--- config.mk ---
export PLATFORM = sky130hd
export DESIGN_NAME = dual_wiper_serial_slave
export DESIGN_NICKNAME = d
export VERILOG_FILES = /design/src/hw/dual_wiper_pkg.sv /design/src/hw/mem_if.sv /design/src/hw/setting_store.sv /design/src/hw/dual_wiper_serial_slave.sv
export VERILOG_INCLUDE_DIRS = /design/src /design/src/hw
export SDC_FILE = /design/constraint.sdc
export NUM_CORES = 1
export LEC_CHECK = 0
export BUFFER_PORTS_ARGS = -buffer_cell sky130_fd_sc_hd__buf_4
export CAP_MARGIN = 20
export CORE_MARGIN = 3
export CORE_UTILIZATION = 45
export DETAILED_ROUTE_END_ITERATION = 8
export PLACE_DENSITY = 0.66
export SLEW_MARGIN = 20
export SYNTH_ARGS = -nofsm -noshare
export SYNTH_HDL_FRONTEND = slang
export SYNTH_SLANG_ARGS = --single-unit
export TNS_END_PERCENT = 1
--- constraint.sdc ---
create_clock -name clk -period 6.1 [get_ports clk]
set_clock_uncertainty 0.1 [all_clocks]
set_input_delay 0.61 -clock clk [delete_from_list [all_inputs] [get_ports clk]]
set_output_delay 0.61 -clock clk [all_outputs]
set_load 0.1 [all_outputs]
--- src/hw/dual_wiper_regs.svh ---
`ifndef DUAL_WIPER_REGS_SVH
`define DUAL_WIPER_REGS_SVH

// Command byte fields
`define CMD_OP_HI 7
`define CMD_OP_LO 4
`define CMD_SEL_HI 3
`define CMD_SEL_LO 2
`define CMD_POT 0

// Instruction encodings
`define OP_RD_WIPER 4'h9
`define OP_WR_WIPER 4'hA
`define OP_RD_SET 4'hB
`define OP_WR_SET 4'hC
`define OP_SET_TO_WIPER 4'hD
`define OP_WIPER_TO_SET 4'hE
`define OP_ALL_SET_TO_WIPER 4'h1

// Bit counts and reset values
`define BYTE_BITS 4'h8
`define LAST_SEND_BIT 4'h7
`define WIPER_RESET 6'h00
`define TAP_RESET 64'h0000000000000001
`define STORE_WORDS 8

// Nonvolatile write time and clock rate
`define NV_WRITE_TIME_US 5000
`define CLK_MHZ 200

`endif

--- src/hw/dual_wiper_pkg.sv ---
package dual_wiper_pkg;

  // Six-bit wiper position
  typedef logic [5:0] pos_t;

  // Setting store word address: pot, then setting select
  typedef logic [2:0] store_addr_t;

  // Serial byte engine states
  typedef enum logic [4:0] {
    S_IDLE = 5'h01,
    S_RECV = 5'h02,
    S_ACK = 5'h04,
    S_SEND = 5'h08,
    S_MACK = 5'h10
  } state_t;

endpackage

--- src/hw/mem_if.sv ---
`timescale 1ns/1ps
// Link between the control logic and the setting store
interface mem_if;
  import dual_wiper_pkg::*;
  logic wr_en; // Write strobe
  store_addr_t wr_addr; // Word written
  pos_t wr_data; // Value written
  store_addr_t [1:0] rd_addr; // Word read, per pot
  pos_t [1:0] rd_data; // Registered read data, per pot
  modport ctrl (output wr_en, wr_addr, wr_data, rd_addr, input rd_data);
  modport store (input wr_en, wr_addr, wr_data, rd_addr, output rd_data);
endinterface

--- src/hw/setting_store.sv ---
`timescale 1ns/1ps
`include "dual_wiper_regs.svh"
module setting_store
  import dual_wiper_pkg::*;
(
  // Clock
  input wire logic clk,
  // Control side
  mem_if.store bus
);
  pos_t mem [`STORE_WORDS]; // Kept across reset, as nonvolatile words
  pos_t [1:0] next_rd; // Next read data per port

  // Power-on content
  initial begin
    for (int i = 0; i < `STORE_WORDS; i++) begin
      mem[i] = `WIPER_RESET;
    end
  end

  // Read ports, a write to the same word passes through
  genvar p;
  for (p = 0; p < 2; p++) begin : g_rd
    always_comb begin
      if (bus.wr_en && bus.wr_addr == bus.rd_addr[p]) begin
        next_rd[p] = bus.wr_data;
      end else begin
        next_rd[p] = mem[bus.rd_addr[p]];
      end
    end
  end

  // Store the write and register read data
  always_ff @(posedge clk) begin
    if (bus.wr_en) begin
      mem[bus.wr_addr] <= bus.wr_data;
    end
    bus.rd_data <= next_rd;
  end

endmodule // setting_store

--- src/hw/dual_wiper_serial_slave.sv ---
`timescale 1ns/1ps
`include "dual_wiper_regs.svh"
// What this block does
// - Data line changes only while clock low
// - Start is data falling, clock high
// - Release data after eight bits, ack on ninth
// - Ack address, command and data byte
// - Master makes clock; slave never drives it
// - Upper address nibble must equal type code
// - Lower nibble must match all four straps
// - Straps give low four address bits
// - Write protect low blocks nonvolatile writes
// - Six-bit wiper, one-hot of sixty-four taps
// - Wiper loads directly or from setting
// - Settings kept in nonvolatile store
// - Stop after nonvolatile write starts busy
// - Busy lasts a configurable write time
// - No address ack while busy
// - Command: opcode, setting select, pot select
module dual_wiper_serial_slave
  import dual_wiper_pkg::*;
#(
  parameter logic [3:0] DEVICE_TYPE = 4'hA, // Arbitrary type code
  parameter int unsigned NV_WRITE_CYCLES = `NV_WRITE_TIME_US * `CLK_MHZ
) (
  // Clock and reset
  input wire logic clk,
  input wire logic rst_n,
  // Serial bus, clock is input only
  input wire logic scl,
  input wire logic sda_i,
  output logic sda_o,
  output logic sda_oe,
  // Straps and protection
  input wire logic [3:0] address_strap_pins,
  input wire logic wp_n,
  // Pot state
  output pos_t [1:0] wiper_position_register,
  output logic [1:0][63:0] tap_select,
  output logic busy
);
  localparam int BW = $clog2(NV_WRITE_CYCLES + 1); // Busy counter width

  // Refuse a write time too short to hold busy for two cycles
  if (NV_WRITE_CYCLES < 2) begin : g_bad_time
    $error("NV_WRITE_CYCLES must be at least two");
  end

  logic scl_m, scl_s, scl_q; // Clock synchroniser and edge stage
  logic sda_m, sda_s, sda_q; // Data synchroniser and edge stage
  logic scl_rise, scl_fall, start_det, stop_det; // Bus events
  state_t state, next_state; // Byte engine state
  logic [3:0] bit_cnt, next_bit_cnt; // Bits in current byte
  logic [7:0] shift, next_shift; // Byte shifter
  logic [1:0] byte_idx, next_byte_idx; // 0 address, 1 command, 2 data
  logic [7:0] cmd, next_cmd; // Command byte
  pos_t data, next_data; // Data byte payload
  logic pend, next_pend; // Instruction complete, waits for stop
  logic next_sda_oe; // Next data pull-down
  pos_t [1:0] wiper, next_wiper; // Wiper positions
  logic [1:0][63:0] next_tap; // Next tap decode
  logic restore, next_restore; // Load wipers from store after reset
  logic next_busy, start_busy; // Busy state and its trigger
  logic [BW-1:0] busy_cnt, next_busy_cnt; // Cycles left in write
  logic [3:0] op; // Command opcode
  logic pot; // Command pot select
  logic addr_match, byte_ok, is_read, is_write, nv_op; // Decodes
  pos_t send_val; // Value a read returns

  mem_if mif ();

  // Nonvolatile setting store
  setting_store u_store (
    .clk(clk),
    .bus(mif.store)
  );

  // Open drain: only ever pulls low
  assign sda_o = 1'b0;
  assign wiper_position_register = wiper;

  // Two-stage synchronisers plus one stage for edges
  always_ff @(posedge clk) begin
    if (!rst_n) begin
      {scl_m, scl_s, scl_q} <= 3'h7;
      {sda_m, sda_s, sda_q} <= 3'h7;
    end else begin
      {scl_m, scl_s, scl_q} <= {scl, scl_m, scl_s};
      {sda_m, sda_s, sda_q} <= {sda_i, sda_m, sda_s};
    end
  end

  // Edge and condition detection on synchronised lines
  assign scl_rise = scl_s & ~scl_q;
  assign scl_fall = ~scl_s & scl_q;
  assign start_det = scl_s & scl_q & sda_q & ~sda_s;
  assign stop_det = scl_s & scl_q & ~sda_q & sda_s;

  // Command and address decodes
  assign op = cmd[`CMD_OP_HI:`CMD_OP_LO];
  assign pot = cmd[`CMD_POT];
  assign addr_match = shift[7:4] == DEVICE_TYPE
    && shift[3:0] == address_strap_pins;
  assign is_read = op == `OP_RD_WIPER || op == `OP_RD_SET;
  assign is_write = op == `OP_WR_WIPER || op == `OP_WR_SET;
  assign nv_op = op == `OP_WR_SET || op == `OP_WIPER_TO_SET;
  assign send_val = op == `OP_RD_WIPER ? wiper[pot] : mif.rd_data[pot];

  // Which bytes earn an acknowledge
  always_comb begin
    byte_ok = 1'b1;
    if (byte_idx == 2'h0) begin
      byte_ok = addr_match && !busy;
    end else if (byte_idx == 2'h1) begin
      case (shift[`CMD_OP_HI:`CMD_OP_LO])
        `OP_RD_WIPER, `OP_WR_WIPER, `OP_RD_SET, `OP_WR_SET,
        `OP_SET_TO_WIPER, `OP_WIPER_TO_SET,
        `OP_ALL_SET_TO_WIPER: byte_ok = 1'b1;
        default: byte_ok = 1'b0;
      endcase
    end
  end

  // Store read addresses follow the command's setting select
  always_comb begin
    mif.rd_addr[0] = {1'b0, cmd[`CMD_SEL_HI:`CMD_SEL_LO]};
    mif.rd_addr[1] = {1'b1, cmd[`CMD_SEL_HI:`CMD_SEL_LO]};
    mif.wr_addr = {pot, cmd[`CMD_SEL_HI:`CMD_SEL_LO]};
    mif.wr_data = op == `OP_WR_SET ? data : wiper[pot];
  end

  // Byte engine, acknowledge and instruction execution
  always_comb begin
    next_state = state;
    next_bit_cnt = bit_cnt;
    next_shift = shift;
    next_byte_idx = byte_idx;
    next_cmd = cmd;
    next_data = data;
    next_pend = pend;
    next_sda_oe = sda_oe;
    next_wiper = wiper;
    next_restore = 1'b0;
    start_busy = 1'b0;
    mif.wr_en = 1'b0;
    if (restore) begin
      next_wiper = mif.rd_data;
    end
    if (start_det) begin
      // Start or repeated start: expect an address
      next_state = S_RECV;
      next_bit_cnt = 4'h0;
      next_byte_idx = 2'h0;
      next_pend = 1'b0;
      next_sda_oe = 1'b0;
    end else if (stop_det) begin
      // Stop runs the completed instruction
      next_state = S_IDLE;
      next_pend = 1'b0;
      next_sda_oe = 1'b0;
      if (pend) begin
        case (op)
          `OP_WR_WIPER: next_wiper[pot] = data;
          `OP_SET_TO_WIPER: next_wiper[pot] = mif.rd_data[pot];
          `OP_ALL_SET_TO_WIPER: next_wiper = mif.rd_data;
          `OP_WR_SET, `OP_WIPER_TO_SET: begin
            mif.wr_en = wp_n;
            start_busy = wp_n;
          end
          default: ;
        endcase
      end
    end else begin
      case (state)
        S_RECV: begin
          if (scl_rise && bit_cnt != `BYTE_BITS) begin
            next_shift = {shift[6:0], sda_s};
            next_bit_cnt = bit_cnt + 4'h1;
          end else if (scl_fall && bit_cnt == `BYTE_BITS) begin
            // Ninth clock: pull low to acknowledge
            next_state = byte_ok ? S_ACK : S_IDLE;
            next_sda_oe = byte_ok;
            if (byte_idx == 2'h1) begin
              next_cmd = shift;
            end
            if (byte_idx == 2'h2) begin
              next_data = shift[5:0];
            end
          end
        end
        S_ACK: begin
          if (scl_fall) begin
            // End of ninth clock: release, pick next phase
            next_sda_oe = 1'b0;
            next_bit_cnt = 4'h0;
            next_byte_idx = byte_idx + 2'h1;
            if (byte_idx == 2'h0 || (byte_idx == 2'h1 && is_write)) begin
              next_state = S_RECV;
            end else if (byte_idx == 2'h1 && is_read) begin
              next_state = S_SEND;
              next_shift = {2'h0, send_val};
              next_sda_oe = 1'b1; // Top bit of a read is zero
            end else begin
              next_state = S_IDLE;
              next_pend = 1'b1;
            end
          end
        end
        S_SEND: begin
          if (scl_fall) begin
            if (bit_cnt == `LAST_SEND_BIT) begin
              next_state = S_MACK;
              next_sda_oe = 1'b0;
            end else begin
              next_shift = {shift[6:0], 1'b0};
              next_sda_oe = ~shift[6];
              next_bit_cnt = bit_cnt + 4'h1;
            end
          end
        end
        S_MACK: begin
          // Single byte reads: master ack is not used
          if (scl_rise) begin
            next_state = S_IDLE;
          end
        end
        default: next_state = S_IDLE;
      endcase
    end
  end

  // Byte engine registers
  always_ff @(posedge clk) begin
    if (!rst_n) begin
      state <= S_IDLE;
      bit_cnt <= 4'h0;
      shift <= 8'h00;
      byte_idx <= 2'h0;
      cmd <= 8'h00;
      data <= `WIPER_RESET;
      pend <= 1'b0;
      sda_oe <= 1'b0;
      wiper <= {2{`WIPER_RESET}};
      restore <= 1'b1;
    end else begin
      state <= next_state;
      bit_cnt <= next_bit_cnt;
      shift <= next_shift;
      byte_idx <= next_byte_idx;
      cmd <= next_cmd;
      data <= next_data;
      pend <= next_pend;
      sda_oe <= next_sda_oe;
      wiper <= next_wiper;
      restore <= next_restore;
    end
  end

  // One-hot tap decode per pot
  genvar p;
  for (p = 0; p < 2; p++) begin : g_tap
    assign next_tap[p] = `TAP_RESET << next_wiper[p];
  end

  // Tap registers
  always_ff @(posedge clk) begin
    if (!rst_n) begin
      tap_select <= {2{`TAP_RESET}};
    end else begin
      tap_select <= next_tap;
    end
  end

  // Nonvolatile write timer
  always_comb begin
    next_busy = busy;
    next_busy_cnt = busy_cnt;
    if (start_busy) begin
      next_busy = 1'b1;
      next_busy_cnt = BW'(NV_WRITE_CYCLES - 1);
    end else if (busy) begin
      if (busy_cnt == '0) begin
        next_busy = 1'b0;
      end else begin
        next_busy_cnt = busy_cnt - 1'b1;
      end
    end
  end

  // Busy registers
  always_ff @(posedge clk) begin
    if (!rst_n) begin
      busy <= 1'b0;
      busy_cnt <= '0;
    end else begin
      busy <= next_busy;
      busy_cnt <= next_busy_cnt;
    end
  end
endmodule // dual_wiper_serial_slave

=== Word-level counts from Yosys, hierarchy flattened ===
Memory sizes are Yosys's and may differ from the RTL's. A register that Yosys moved wholly into a read port is not among the register bits.
Index checks and enable logic that the tools add are counted.

* Memory bits (writable): 48
* Memories: 1
* Latch bits: 0
* Output and inout bits: 143
* Logic and storage cells: 185
* Memory bits (read-only): 0
* Input port bits: 9
* Register bits after elaboration: 203

* Multiplexer cells: 63
* Reduce and logical (&&, ||, !) cells: 31
* $add $sub $neg: 3
* Equal/unequal tests: 41
* Divide/modulo/power cells: 0
* Order comparisons: 2
* Multipliers: 0
* Shift operators: 2
* Bitwise logic cells: 19

{| class="wikitable"
|+ Memory list
! name !! words !! width !! read ports !! clocked after Yosys merged registers in !! write ports !! RTL line !! text
|-
| u_store.mem || 8 || 6 || 2 || 2 || 1 || setting_store.sv:11 || <nowiki>pos_t mem [`STORE_WORDS];</nowiki>
|}

{| class="wikitable"
|+ Operators with widths
! kind !! count
|-
| $shl 1x6->64 const A || 2
|-
| $mux 20 || 3
|-
| $eq 4x4->1 const B || 13
|-
| $mux 12 || 4
|-
| $mux 8 || 6
|-
| $mux 6 || 7
|-
| $pmux 12 s3 || 1
|-
| $mux 5 || 6
|-
| $reduce_and 6->1 || 5
|-
| $ne 4x4->1 const B || 7
|-
| $bwmux 12 || 2
|-
| $mux 4 || 6
|-
| $pmux 8 s3 || 1
|-
| $logic_not 20->1 || 1
|-
| $mux 1 || 20
|-
| $ne 2x2->1 const B || 10
|-
| $pmux 5 s4 || 1
|-
| $sub 20x1->20 const B || 1
|-
| $not 1->1 || 12
|-
| $pmux 4 s3 || 1
|-
| $reduce_and 9->1 || 1
|-
| $eq 4x1->1 const B || 2
|-
| $and 1x1->1 || 7
|-
| $logic_and 1x1->1 || 7
|-
| 29 further kinds || 35
|}

=== Logic depth before layout (Yosys ltp) ===
Gate-level depths: netlist (run 1).

* Depth in word-level cells: 11
* Mapped depth: 9
* Gate-level depth less buffers: 8

=== Hierarchy ===
From an unflattened synthesis (run 1), not the netlist that was laid out.

* Cell total of the unflattened synthesis: 951
* Area, all modules: 10267.3 µm²

{| class="wikitable"
|+ By module, submodules not included
! module !! times used !! area each (µm²) !! cells each !! seq. area each (µm²)
|-
| dual_wiper_serial_slave || 1 || 7843.8 || 842 || 4043.9
|-
| setting_store || 1 || 2423.6 || 109 || 1561.5
|}

=== Least setup slack after synthesis (run 1) ===
OpenSTA, ideal clock, no wires.

* Path kind: reg-to-reg
* Start: reg sda_s
* End: mem u_store.mem[6][0] (netlist bit), enable pin
* Data required time: 5622 ps
* Clock period less this slack: 2566 ps
* Setup slack: 3534 ps
* Buffers on the path: 1
* Stages on the path, launching flop included: 7
* Setup time: 378 ps
* Arrival time: 2087 ps
* Cells stage by stage: dfxtp_1 > buf_2 > and4b_1 > and2_1 > nand4_1 > or2_2 > nor3b_1

* Longest elaborated chain between the ends: 5
* Elaborated cells on any way between the ends: 7
* Classes of those cells: mux: 4; bitwise: 3

{| class="wikitable"
|+ Ends and longest elaborated chain
! element !! RTL line !! text
|-
| from (decl) || dual_wiper_serial_slave.sv:50 || <nowiki>logic sda_m, sda_s, sda_q;</nowiki>
|-
| from (signal assigned) || dual_wiper_serial_slave.sv:89 || <nowiki>{sda_m, sda_s, sda_q} <= {sda_i, sda_m, sda_s};</nowiki>
|-
| $and 1x1->1 / $not 1->1 (equally long branches) || dual_wiper_serial_slave.sv:97, dual_wiper_serial_slave.sv:96 ||
|-
| $mux 1 / $and 1x1->1 (equally long branches) || dual_wiper_serial_slave.sv:156, dual_wiper_serial_slave.sv:96 ||
|-
| $mux 1 (*) || dual_wiper_serial_slave.sv:149 || <nowiki>if (start_det) begin</nowiki>
|-
| $mux 1 (*) || setting_store.sv:35 || <nowiki>if (bus.wr_en) begin</nowiki>
|-
| $mux 1 (implied by the code) (*) || setting_store.sv:36 || <nowiki>mem[bus.wr_addr] <= bus.wr_data;</nowiki>
|-
| to (decl) || setting_store.sv:11 ||
|}

Mark *: on every way between the ends. The rest lies on a longest branch, timed or not.

=== Final worst setup path (run 1) ===
* Start: reg sda_s
* End: mem u_store.mem[6][2] (netlist bit), enable pin

The elaborated chain is that of the path after synthesis.

==> metrics, run 1 <==
synth top area cells=dfxtp_1, edfxtp_1, nor2_1; max-cap viol count=0; CP startpoint=sda_s$_SDFF_PN1_; Final Instance Area=11,600 um^2; pwr/cell area=293 nW/um^2; First DRT Iteration DRCs=429; Yosys top cell area share=0.432; vias in the first global route=6,250; Worst-Skew Late Latency=0.51 ns; initial antenna violation count=0; FF/Latch Area=~5500 um^2; placed wire-length estimate=between 15,000 and 20,000 um; slew margin rel.=0.300; Setup TNS=0 ns; P_leak=4.44 nW; num rows=52; type of the worst min-delay path=in2reg; first-pass GRT wire length=roughly 34,000 um; layout cells sized above 1=0.242; gr usage total=0.188; RSZ-0062 raised after global routing=no; data arrival time of the worst path=between 3 and 4 ns; placed cell area=10,700 um^2; crit-path max cell delay=0.73 ns; outcome=finished clean; nets=1,009; Filler cells=1,731; Syn Nets=just under 900; fraction of registers with async set/reset=0; Setup CP Type=reg2reg; cts bufs inserted=25; Core Region=around 20,000 um^2; crit path max fanout=19; final critical-path required period=between 3 and 4 ns; sequential fraction of the synthesis area=0.585; r2r worst-path depth=5; CTS tree=yes; most common cell in the synthesized netlist=dfxtp_1; multi-input logic area=3690 um^2; vias=around 6,700; die area=22,800 um^2; DIE WIDTH=151 um; Pre-Repair DR Iteration Count=5; clock slew at reported path FFs=roughly 0.060 ns; number of setup buffers added after CTS=0; Clock Tree Root=clkbuf_16; final setup vio count=0; r2r startpoint=sda_s$_SDFF_PN1_; Post-synth top cells=dfxtp_1, nor2_1, edfxtp_1; syn avg cell area=~11 um^2; hold-fix buffer count after cts=0; gpl congestion=0.884; Peak VDD IR=0.163 mV; worst hold slack=0.196 ns; DR vias/cell=5.24; WL final=22,300 um; Sink Count=around 250; Area Growth Syn to Fin=22.3%; Routed Antenna Nets=0; Port Buffer Count=150; Residual DRC=0; die height=between 150 and 200 um; Netlist cell types=76; HP Start=sda_i; yosys warns=0; CP cell instances=and4b_1, and2_1, nand4_1, or2_2, nor3b_1; Remaining Overflow, GRT=0; Final Hold Fails=0; total power=3.38 mW; hold depth=2; Worst R2R Setup Slack=roughly 2.5 ns; top_reg_cell synth=dfxtp_1; RR Endpoint=u_store.mem[6][2]$_DFFE_PP_; IO Pins=152; Synth area leader=dfxtp_1; CTS Buffer Depth=3; Starting Density=0.463; Post-synth EDFFs=48; slowest stage cell, crit path=nand4_1; Antenna Cells=0; Final Max Tran Viols=0; count of state elements after synthesis=252; post-route clock period utilization=0.590; Max Freq=0.278 GHz; post-synthesis instance area=9450 um^2; post-route setup slack=2.50 ns; pin count of the biggest net entering global routing=44; number of H-tree levels=1; Worst EP required=6.14 ns; Worst Hold Endpoint=sda_m$_SDFF_PN1_; measured slew at the worst slew-check pin=1.04 ns; Wirelength per Cell=17.4 um; post-cts gate resize count=0; Setup crit end kind=flop; Worst setup SP type=flop; Mapped Cells=857; dpl ws=2.53 ns
## worst max-delay path by stage
| stage | endpoint | slack (ns) | depth (start not counted) |
|---|---|---|---|
| floorplan | u_store.mem[6][0]$_DFFE_PP_ | 3.53 | 6 |
| global placement | u_store.mem[6][1]$_DFFE_PP_ | 2.63 | 5 |
| detailed placement | u_store.mem[4][2]$_DFFE_PP_ | 2.53 | 5 |
| CTS | u_store.mem[6][2]$_DFFE_PP_ | 2.55 | 5 |
| global route | u_store.mem[6][2]$_DFFE_PP_ | 2.26 | 5 |
| finish | u_store.mem[6][2]$_DFFE_PP_ | 2.50 | 5 |
## report_power, final
part           internal, mW  switching (mW)
logic                0.0343           0.120
registers              1.70          0.0100
clock network         0.904           0.611
total                  2.64           0.741
## metrics by stage
step	std cells	utilization
2_1_floorplan	857	-
3_3_place_gp	1236	0.525
3_5_place_dp	1236	0.525
4_1_cts	1280	0.565
5_1_grt	1280	0.566
6_report	1280	0.566
## sequential cells by signal (all words and copies together) (netlist names), named ones only
register,flops
shift,8
sda_m,1
byte_idx,2
cmd,7
busy_cnt,20
scl_q,1
sda_oe,1
bit_cnt,4
u_store.mem,48
scl_m,1
sda_q,1
scl_s,1
data,6
wiper_position_register,12
busy,1
restore,1
pend,1
sda_s,1
tap_select,128
state,5
## per-layer routing
metal | vias to the layer above | global-route usage | share of wire
li1 | 3282 | - | -
met1 | 3200 | 0.267 | 0.45
met2 | 193 | 0.297 | 0.47
met3 | 33 | 0.0299 | 0.064
met4 | 0 | 0.0580 | 0.020
met5 | - | 0 | 0
## critical path, delay by kind of cell, from the launching register on
kind             cells  cell delay (ns)
DFF                  1             0.47
and+or+nand+nor      5             2.65
## area by class of cell
| type | count | share of cell area |
|---|---|---|
| Multi-Input combinational cell | 550 | 0.319 |
| Timing Repair Buffer | 153 | 0.0994 |
| Tap cell | 270 | 0.0292 |
| Clock inverter | 9 | 0.00909 |
| Sequential cell | 252 | 0.478 |
| Clock buffer | 35 | 0.0619 |
| Inverter | 11 | 0.00357 |
## kinds of logic (layout without fill, tap and decap cells)
family          after synthesis  count (layout)  synth area share
simple gates                360             360             0.195
flops                       252             252             0.585
compound gates              106             106            0.0808
buf+inv                      55             208            0.0269
mux                          49              49            0.0775
xor+xnor                     27              27            0.0250
fa+ha+maj                     7               7           0.00927
other cells                   1               1          0.000397
## cells in the final DEF, fill, tap and decap left out, types with 8 or more instances in the layout
cell | Yosys | layout
nand3b_1 | 14 | 14
nor2_1 | 179 | 179
xor2_1 | 16 | 16
o21ai_0 | 23 | 19
a21oi_1 | 28 | 27
dfxtp_1 | 204 | 204
mux2i_1 | 24 | 24
nand3_1 | 15 | 15
clkbuf_16 | 0 | 27
mux4_2 | 16 | 16
and2_1 | 8 | 8
buf_4 | 1 | 153
edfxtp_1 | 48 | 48
nor3_1 | 9 | 9
xnor2_1 | 11 | 11
nand2_1 | 42 | 42
inv_1 | 10 | 10
nand2b_1 | 11 | 11
nor4_1 | 9 | 9
(Power assumes the default switching activity.)
==> run 2: changes to the inputs <==
--- a/config.mk
+++ b/config.mk
@@ -6,12 +6,13 @@
 export SDC_FILE = /design/constraint.sdc
 export NUM_CORES = 1
 export LEC_CHECK = 0
+export ABC_AREA = 1
 export BUFFER_PORTS_ARGS = -buffer_cell sky130_fd_sc_hd__buf_4
 export CAP_MARGIN = 20
 export CORE_MARGIN = 3
 export CORE_UTILIZATION = 45
 export DETAILED_ROUTE_END_ITERATION = 8
-export PLACE_DENSITY = 0.66
+export PLACE_DENSITY = 0.65
 export SLEW_MARGIN = 20
 export SYNTH_ARGS = -nofsm -noshare
 export SYNTH_HDL_FRONTEND = slang
==> constraint.sdc (replaced) <==
create_clock -name clk -period 3.45 [get_ports clk]
set_clock_uncertainty 0.1 [all_clocks]
set_input_delay 0.345 -clock clk [delete_from_list [all_inputs] [get_ports clk]]
set_output_delay 0.345 -clock clk [all_outputs]
set_load 0.1 [all_outputs]
==> run 2 against run 1 <==
  * Global-route usage rose by 2.4 points
  * Core utilization fell by 0.50 points
  * Power rose by 82%
  * Non-clock buffer count rose by 17
  * Setup slack got worse by 1.8 ns
  * Largest cell class unchanged
  * Clock power rose by 84%
==> metrics, run 2 <==
placed wire-length estimate=18,900 um (+21%); syn avg cell area=8.38 um^2 (-24%); Placed Cells=1,601 (+30%); Antenna Cells=0 (unchanged); Final Util=0.561 (-0.00502); sequential fraction of the synthesis area=0.548 (-0.0365); Worst R2R Setup Slack=0.71 ns (-1.79 ns); Netlist cell types=47 (-38%); Max Freq=0.365 GHz (+31%); Setup TNS=0 ns (unchanged); critical path's most frequent cell=nor2_1; Mapped Cells=1,202 (+40%); nets=1,368 (+36%); Final Hold Fails=0 (unchanged); pin count of the biggest net entering global routing=36 (-18%); CTS Buffer Depth=3 (unchanged); most common cell after layout, fill and taps aside=nor2_1; Wirelength per Cell=15.9 um (-8.9%); Worst-Skew Late Latency=0.53 ns (+0.02 ns); Port Buffer Count=150 (unchanged); cts bufs inserted=27 (+8.0%); max-cap viol count=0 (unchanged); gpl congestion=0.916 (+3.6%); RSZ-0062 raised after global routing=no; Post-synth top cells=nor2_1, dfxtp_1, nand2_1; Yosys top cell area share=0.405 (-0.0270); Gate power share=0.053 (+0.007); number of H-tree levels=1 (unchanged); Core Region=21,900 um^2 (+7.2%); CTS tree=yes; fraction of registers with async set/reset=0 (unchanged); Worst EP required=3.80 ns (-2.34 ns); Post-synth EDFFs=48 (unchanged); Synth Area in Compound Gates=0.0682 (-0.0126); measured slew at the worst slew-check pin=0.938 ns (-0.102 ns); Pre-Repair DR Iteration Count=5 (unchanged); crit path max fanout=24 (+5); data arrival time of the worst path=3.09 ns (-0.54 ns); post-route clock period utilization=0.794 (+0.204); WL final=26,200 um (+17%); die area=24,200 um^2 (+6.4%); Area Growth Syn to Fin=21.8%; vias in the first global route=7,898 (+26%); type of the worst min-delay path=in2reg; mux cell area share after synthesis=0 (-0.0775); Worst setup SP type=flop; vias=8,455 (+26%); synth top area cells=dfxtp_1, edfxtp_1, nor2_1; Routed Antenna Nets=0 (unchanged); Synth Area in Simple Gates=0.301 (+0.105); IO Pins=152 (unchanged); Sw Share=0.229 (+0.00992); Final Max Tran Viols=0 (unchanged); Starting Density=0.460 (-0.00213); xor-xnor portion of the synthesized cell area=0.00261 (-0.0224); crit-path max cell delay=0.72 ns (about the same); outcome=finished clean; slowest stage cell, crit path=dfxtp_1; Clock power frac=0.455 (+0.007); yosys warns=0 (unchanged); Setup CP Type=reg2reg; main combinational cell family by area after synthesis=simple AND/OR/NAND/NOR gates; total net switching power=1.41 mW (+90%); most frequent cells in the layout=nor2_1, dfxtp_1, nand2_1; DR vias/cell=5.12 (-2.2%); P_leak=5.34 nW (+20%); initial antenna violation count=0 (unchanged); First DRT Iteration DRCs=683 (+59%); number of flip-flops under the largest register name=128 (unchanged); post-cts gate resize count=0 (unchanged); clock slew at reported path FFs=0.06 ns (about the same); first-pass GRT wire length=41,600 um (+21%); r2r worst-path depth=12 (+7); final setup vio count=0 (unchanged); final critical-path required period=2.74 ns (-0.860 ns); most common cell in the synthesized netlist=nor2_1; top_reg_cell synth=dfxtp_1; Pint=4.75 mW (+80%); Sink Count=252 (unchanged); Syn Nets=1,218 (+40%); Remaining Overflow, GRT=0 (unchanged); die height=156 um (+3.1%); DIE WIDTH=156 um (+3.1%); CP cell instances=inv_4, nand2_1, nand3_1, nand3_1, nor2_1, nor2_1, nor2_1, nor2_4, inv_2, nor2_2, nand2_1, nor2_1; Reg power frac=0.492 (-0.015); layout cells sized above 1=0.208 (-0.0336); Clock Tree Root=clkbuf_16; num rows=54 (+3.8%); crit path capture=tap_select[100]$_SDFF_PN0_; RR Endpoint=tap_select[100]$_SDFF_PN0_; Synth area leader=dfxtp_1; adder-cell share of the synthesized area=0.00869 (-0.000579); biggest regs=tap_select x128, u_store.mem x48, busy_cnt x20; Reg with most FFs=tap_select; post-synthesis instance area=10,100 um^2 (+6.7%); gr usage total=0.212 (+0.0235); slew margin rel.=0.372 (+0.0713); count of state elements after synthesis=252 (unchanged); Residual DRC=0 (unchanged); Setup crit end kind=flop; Peak VDD IR=0.376 mV (+130%); final cell count without fillers=1,650 (+29%); pwr/cell area=502 nW/um^2 (+71%)
==> run 2: worst min-delay path by stage <==
stage                     slack [ns]  depth (start not counted)                start                     to
final                           0.11                          2                rst_n       sda_q$_SDFF_PN1_
after global routing            0.11                          2                rst_n  state[0]$_SDFFE_PN1P_
after CTS                       0.09                          2                rst_n       sda_q$_SDFF_PN1_
after detailed placement        0.30                          1     sda_m$_SDFF_PN1_       sda_s$_SDFF_PN1_
after global placement          0.30                          1     sda_m$_SDFF_PN1_       sda_s$_SDFF_PN1_
after floorplan                 0.26                          0  cmd[2]$_SDFFE_PN0P_                   flop
==> run 2: through the flow <==
step | setup slack, ns | hold WS (ns) | area (um^2) | total power [mW]
6_report | 0.712 | 0.105 | 12300 | 6.16
5_1_grt | 0.336 | 0.108 | 12300 | 6.36
2_1_floorplan | 1.29 | 0.256 | 10100 | 3.35
3_5_place_dp | 0.744 | 0.302 | 11400 | 3.42
3_3_place_gp | 0.753 | 0.297 | 11400 | 3.42
4_1_cts | 0.744 | 0.0908 | 12300 | 6.22
==> run 2: worst max-delay path, delay by kind of cell, from the launching register on <==
kind | cells | cell delay [ns]
DFF | 1 | 0.72
and+or+nand+nor | 10 | 1.37
buffers and inverters | 2 | 0.46
==> run 2: repair_timing <==
item | 4_1_cts | 5_1_grt
buffers inserted | 0 | 0
hold endpoints to repair | 2 | 0
hold buffers | 2 | 0
setup endpoints to repair | 0 | 0
==> run 2: kinds of logic (layout without fill, tap and decap cells) <==
| kind of cell | Yosys count | after routing |
|---|---|---|
| buffers and inverters | 156 | 324 |
| other | 1 | 1 |
| flip-flops | 252 | 252 |
| XOR/XNOR | 3 | 3 |
| AO/OA/AOI/OAI | 124 | 124 |
| adder cells (fa/ha/maj) | 7 | 7 |
| AND/OR/NAND/NOR | 659 | 659 |
==> run 2: area by class of cell <==
class,instances,area (um^2)
multi-input cells,794,3840
well taps,280,350
repair buffers,170,1280
inverters,107,412
clock inverters,9,82.6
flip-flops and latches,252,5530
fillers,2045,9610
clock buffers,38,790
==> run 2: layer usage <==
| layer | routed length (um) | track usage |
|---|---|---|
| met4 | 911 | 0.0742 |
| met5 | 0 | 0 |
| met2 | 12300 | 0.346 |
| met3 | 1550 | 0.0300 |
| met1 | 11400 | 0.290 |
==> run 2: power groups by stage <==
stage,registers (mW),logic [mW],clock network [mW]
final,3.03,0.327,2.80
after global routing,3.03,0.349,2.98
after CTS,3.03,0.328,2.86
after detailed placement,3.09,0.325,0
after global placement,3.09,0.326,0
after floorplan,3.20,0.147,0
==> run 3: changes to the inputs <==
==> constraint.sdc (replaced) <==
create_clock -name clk -period 2.55 [get_ports clk]
set_clock_uncertainty 0.1 [all_clocks]
set_input_delay 0.255 -clock clk [delete_from_list [all_inputs] [get_ports clk]]
set_output_delay 0.255 -clock clk [all_outputs]
set_load 0.1 [all_outputs]
==> run 3 against run 2 <==
  * Global-route usage rose by 0.45 points
  * Non-clock buffer count rose by 23
  * Via count rose by 1.4%
  * Design area rose by 1.9%
  * Combinational power rose by 43%
  * Sequential power rose by 35%
  * Sequential share of layout area fell by 0.83 points
  * Critical endpoint is now u_store.mem[2][0]$_DFFE_PP_
  * Largest cell class unchanged
  * Highest routed layer unchanged
==> metrics, run 3 (same netlist as run 2, synthesis figures left out) <==
CP bufs+invs=2 (unchanged); First DRT Iteration DRCs=534 (-22%); nets=1,390 (+1.6%); vias=8,573 (+1.4%); Starting Density=0.460 (unchanged); Final Max Tran Viols=0 (unchanged); Setup crit end kind=flop; crit path max fanout=6 (-75%); DIE WIDTH=156 um (unchanged); Setup TNS=0 ns (unchanged); post-route clock period utilization=0.911 (+0.117); Residual DRC=0 (unchanged); post-route setup slack=0.227 ns (-0.485 ns); Sink Count=252 (unchanged); slew margin rel.=0.580 (+0.208); data arrival time of the worst path=2.46 ns (-0.63 ns); Antenna Cells=0 (unchanged); max-cap viol count=0 (unchanged); Worst EP required=2.69 ns (-1.11 ns); crit-path max cell delay=0.39 ns (-0.33 ns); Crit path max-delay family=simple AND/OR/NAND/NOR gates; Final Util=0.571 (+0.0105); Peak VDD IR=0.445 mV (+18%); initial antenna violation count=0 (unchanged); gr usage total=0.216 (+0.00447); RSZ-0062 raised after global routing=no; WL final=27,000 um (+2.9%); number of flip-flops under the largest register name=128 (unchanged); Max Freq=0.431 GHz (+18%); final critical-path required period=2.32 ns (-0.415 ns); outcome=finished clean; CP cell instances=nand2_1, inv_1, nand3_2, nor2_4, nand4_1, or2_2, nor3_1, buf_4; Worst-Skew Late Latency=0.53 ns (about the same); Pre-Repair DR Iteration Count=5 (unchanged); Reg with most FFs=tap_select; slowest stage cell, crit path=or2_2; final setup vio count=0 (unchanged); Final Hold Fails=0 (unchanged); gpl congestion=0.984 (+7.5%); CTS tree=yes; layout cells sized above 1=0.222 (+0.0136); most common cell after layout, fill and taps aside=nor2_1; P_leak=5.47 nW (+2.5%); DR vias/cell=5.12 (about the same); clock slew at reported path FFs=0.06 ns (about the same); placed wire-length estimate=19,500 um (+3.2%); cts bufs inserted=26 (-3.7%); pin count of the biggest net entering global routing=35 (-2.8%); CTS Buffer Depth=3 (unchanged); pwr/cell area=676 nW/um^2 (+35%); die area=24,200 um^2 (unchanged); Area Growth Syn to Fin=24.1%; total power=8.46 mW (+37%); number of H-tree levels=1 (unchanged); biggest regs=tap_select x128, u_store.mem x48, busy_cnt x20; measured slew at the worst slew-check pin=0.628 ns (-0.310 ns); Wirelength per Cell=16.1 um (+1.4%); Port Buffer Count=150 (unchanged); IO Pins=152 (unchanged); Remaining Overflow, GRT=0 (unchanged); vias in the first global route=8,106 (+2.6%); type of the worst min-delay path=in2reg; Worst R2R Setup Slack=0.23 ns (-0.49 ns); most frequent cells in the layout=nor2_1, dfxtp_1, nand2_1; Clock Tree Root=clkbuf_16; num rows=54 (unchanged); dpl ws=0.270 ns (-0.474 ns); Core Region=21,900 um^2 (unchanged); Worst setup SP type=flop; Setup CP Type=reg2reg; Routed Antenna Nets=0 (unchanged); die height=156 um (unchanged); first-pass GRT wire length=42,600 um (+2.3%)
run 3: changes by cell type in the layout (fill, tap and decap cells not counted), moves of 2 or more:
cell           before  now
buf_4             168  186
clkbuf_1            6    3
buf_12              0    2
clkinv_4            0    2
dlygate4sd3_1       2    5
run 3: per-stage QoR:
| step | area (um^2) | hold WS (ns) | cells |
|---|---|---|---|
| floorplan | 10100 | 0.256 | 1202 |
| global placement | 11600 | 0.295 | 1620 |
| detailed placement | 11600 | 0.301 | 1620 |
| CTS | 12500 | 0.146 | 1673 |
| global route | 12500 | 0.221 | 1674 |
| finish | 12500 | 0.177 | 1674 |
run 3: final cells by class:
type / count / area (um^2)
Tap cell: 280 / 350
Clock buffer: 35 / 767
Inverter: 107 / 412
Timing Repair Buffer: 193 / 1490
Sequential cell: 252 / 5530
Fill cell: 2049 / 9380
Multi-Input combinational cell: 794 / 3840
Clock inverter: 13 / 130
run 3: path summary, 6_finish.rpt:
kind | start | to | depth (start not counted)
max | scl_s$_SDFF_PN1_ | u_store.mem[2][0]$_DFFE_PP_ | 8
min | address_strap_pins[1] | state[2]$_SDFFE_PP0P_ | 6
max reg2reg | scl_s$_SDFF_PN1_ | u_store.mem[2][0]$_DFFE_PP_ | 8
min reg2reg | scl_m$_SDFF_PN1_ | scl_s$_SDFF_PN1_ | 1
run 3: worst min-delay path: stages:
cell and delay, ns:
buf_4 0.09, a211oi_1 0.06, nand4_1 0.14, nand2_1 0.09, nand2_1 0.07, a21oi_1 0.05
run 3: layer usage:
layer / vias to the layer above / GRT usage / wire length, um
met5: - / 0 / 0
met4: 0 / 0.0684 / 817
met3: 53 / 0.0402 / 1800
met2: 255 / 0.369 / 13100
met1: 3993 / 0.279 / 11200
li1: 4272 / - / -
run 3: what timing repair did:
action                                  4_1_cts  5_1_grt
buffers inserted                              0        1
endpoints found under the setup margin        0        1
hold endpoints to repair                      6        0
hold buffers                                  5        0
gates resized for setup                       0        0
run 3: power breakdown:
group / leakage [nW] / total [mW] / switching [mW] / internal [mW]
Sequential: 2.09 / 4.10 / 0.0205 / 4.08
Combinational: 2.94 / 0.467 / 0.361 / 0.107
Clock: 0.443 / 3.89 / 1.57 / 2.32
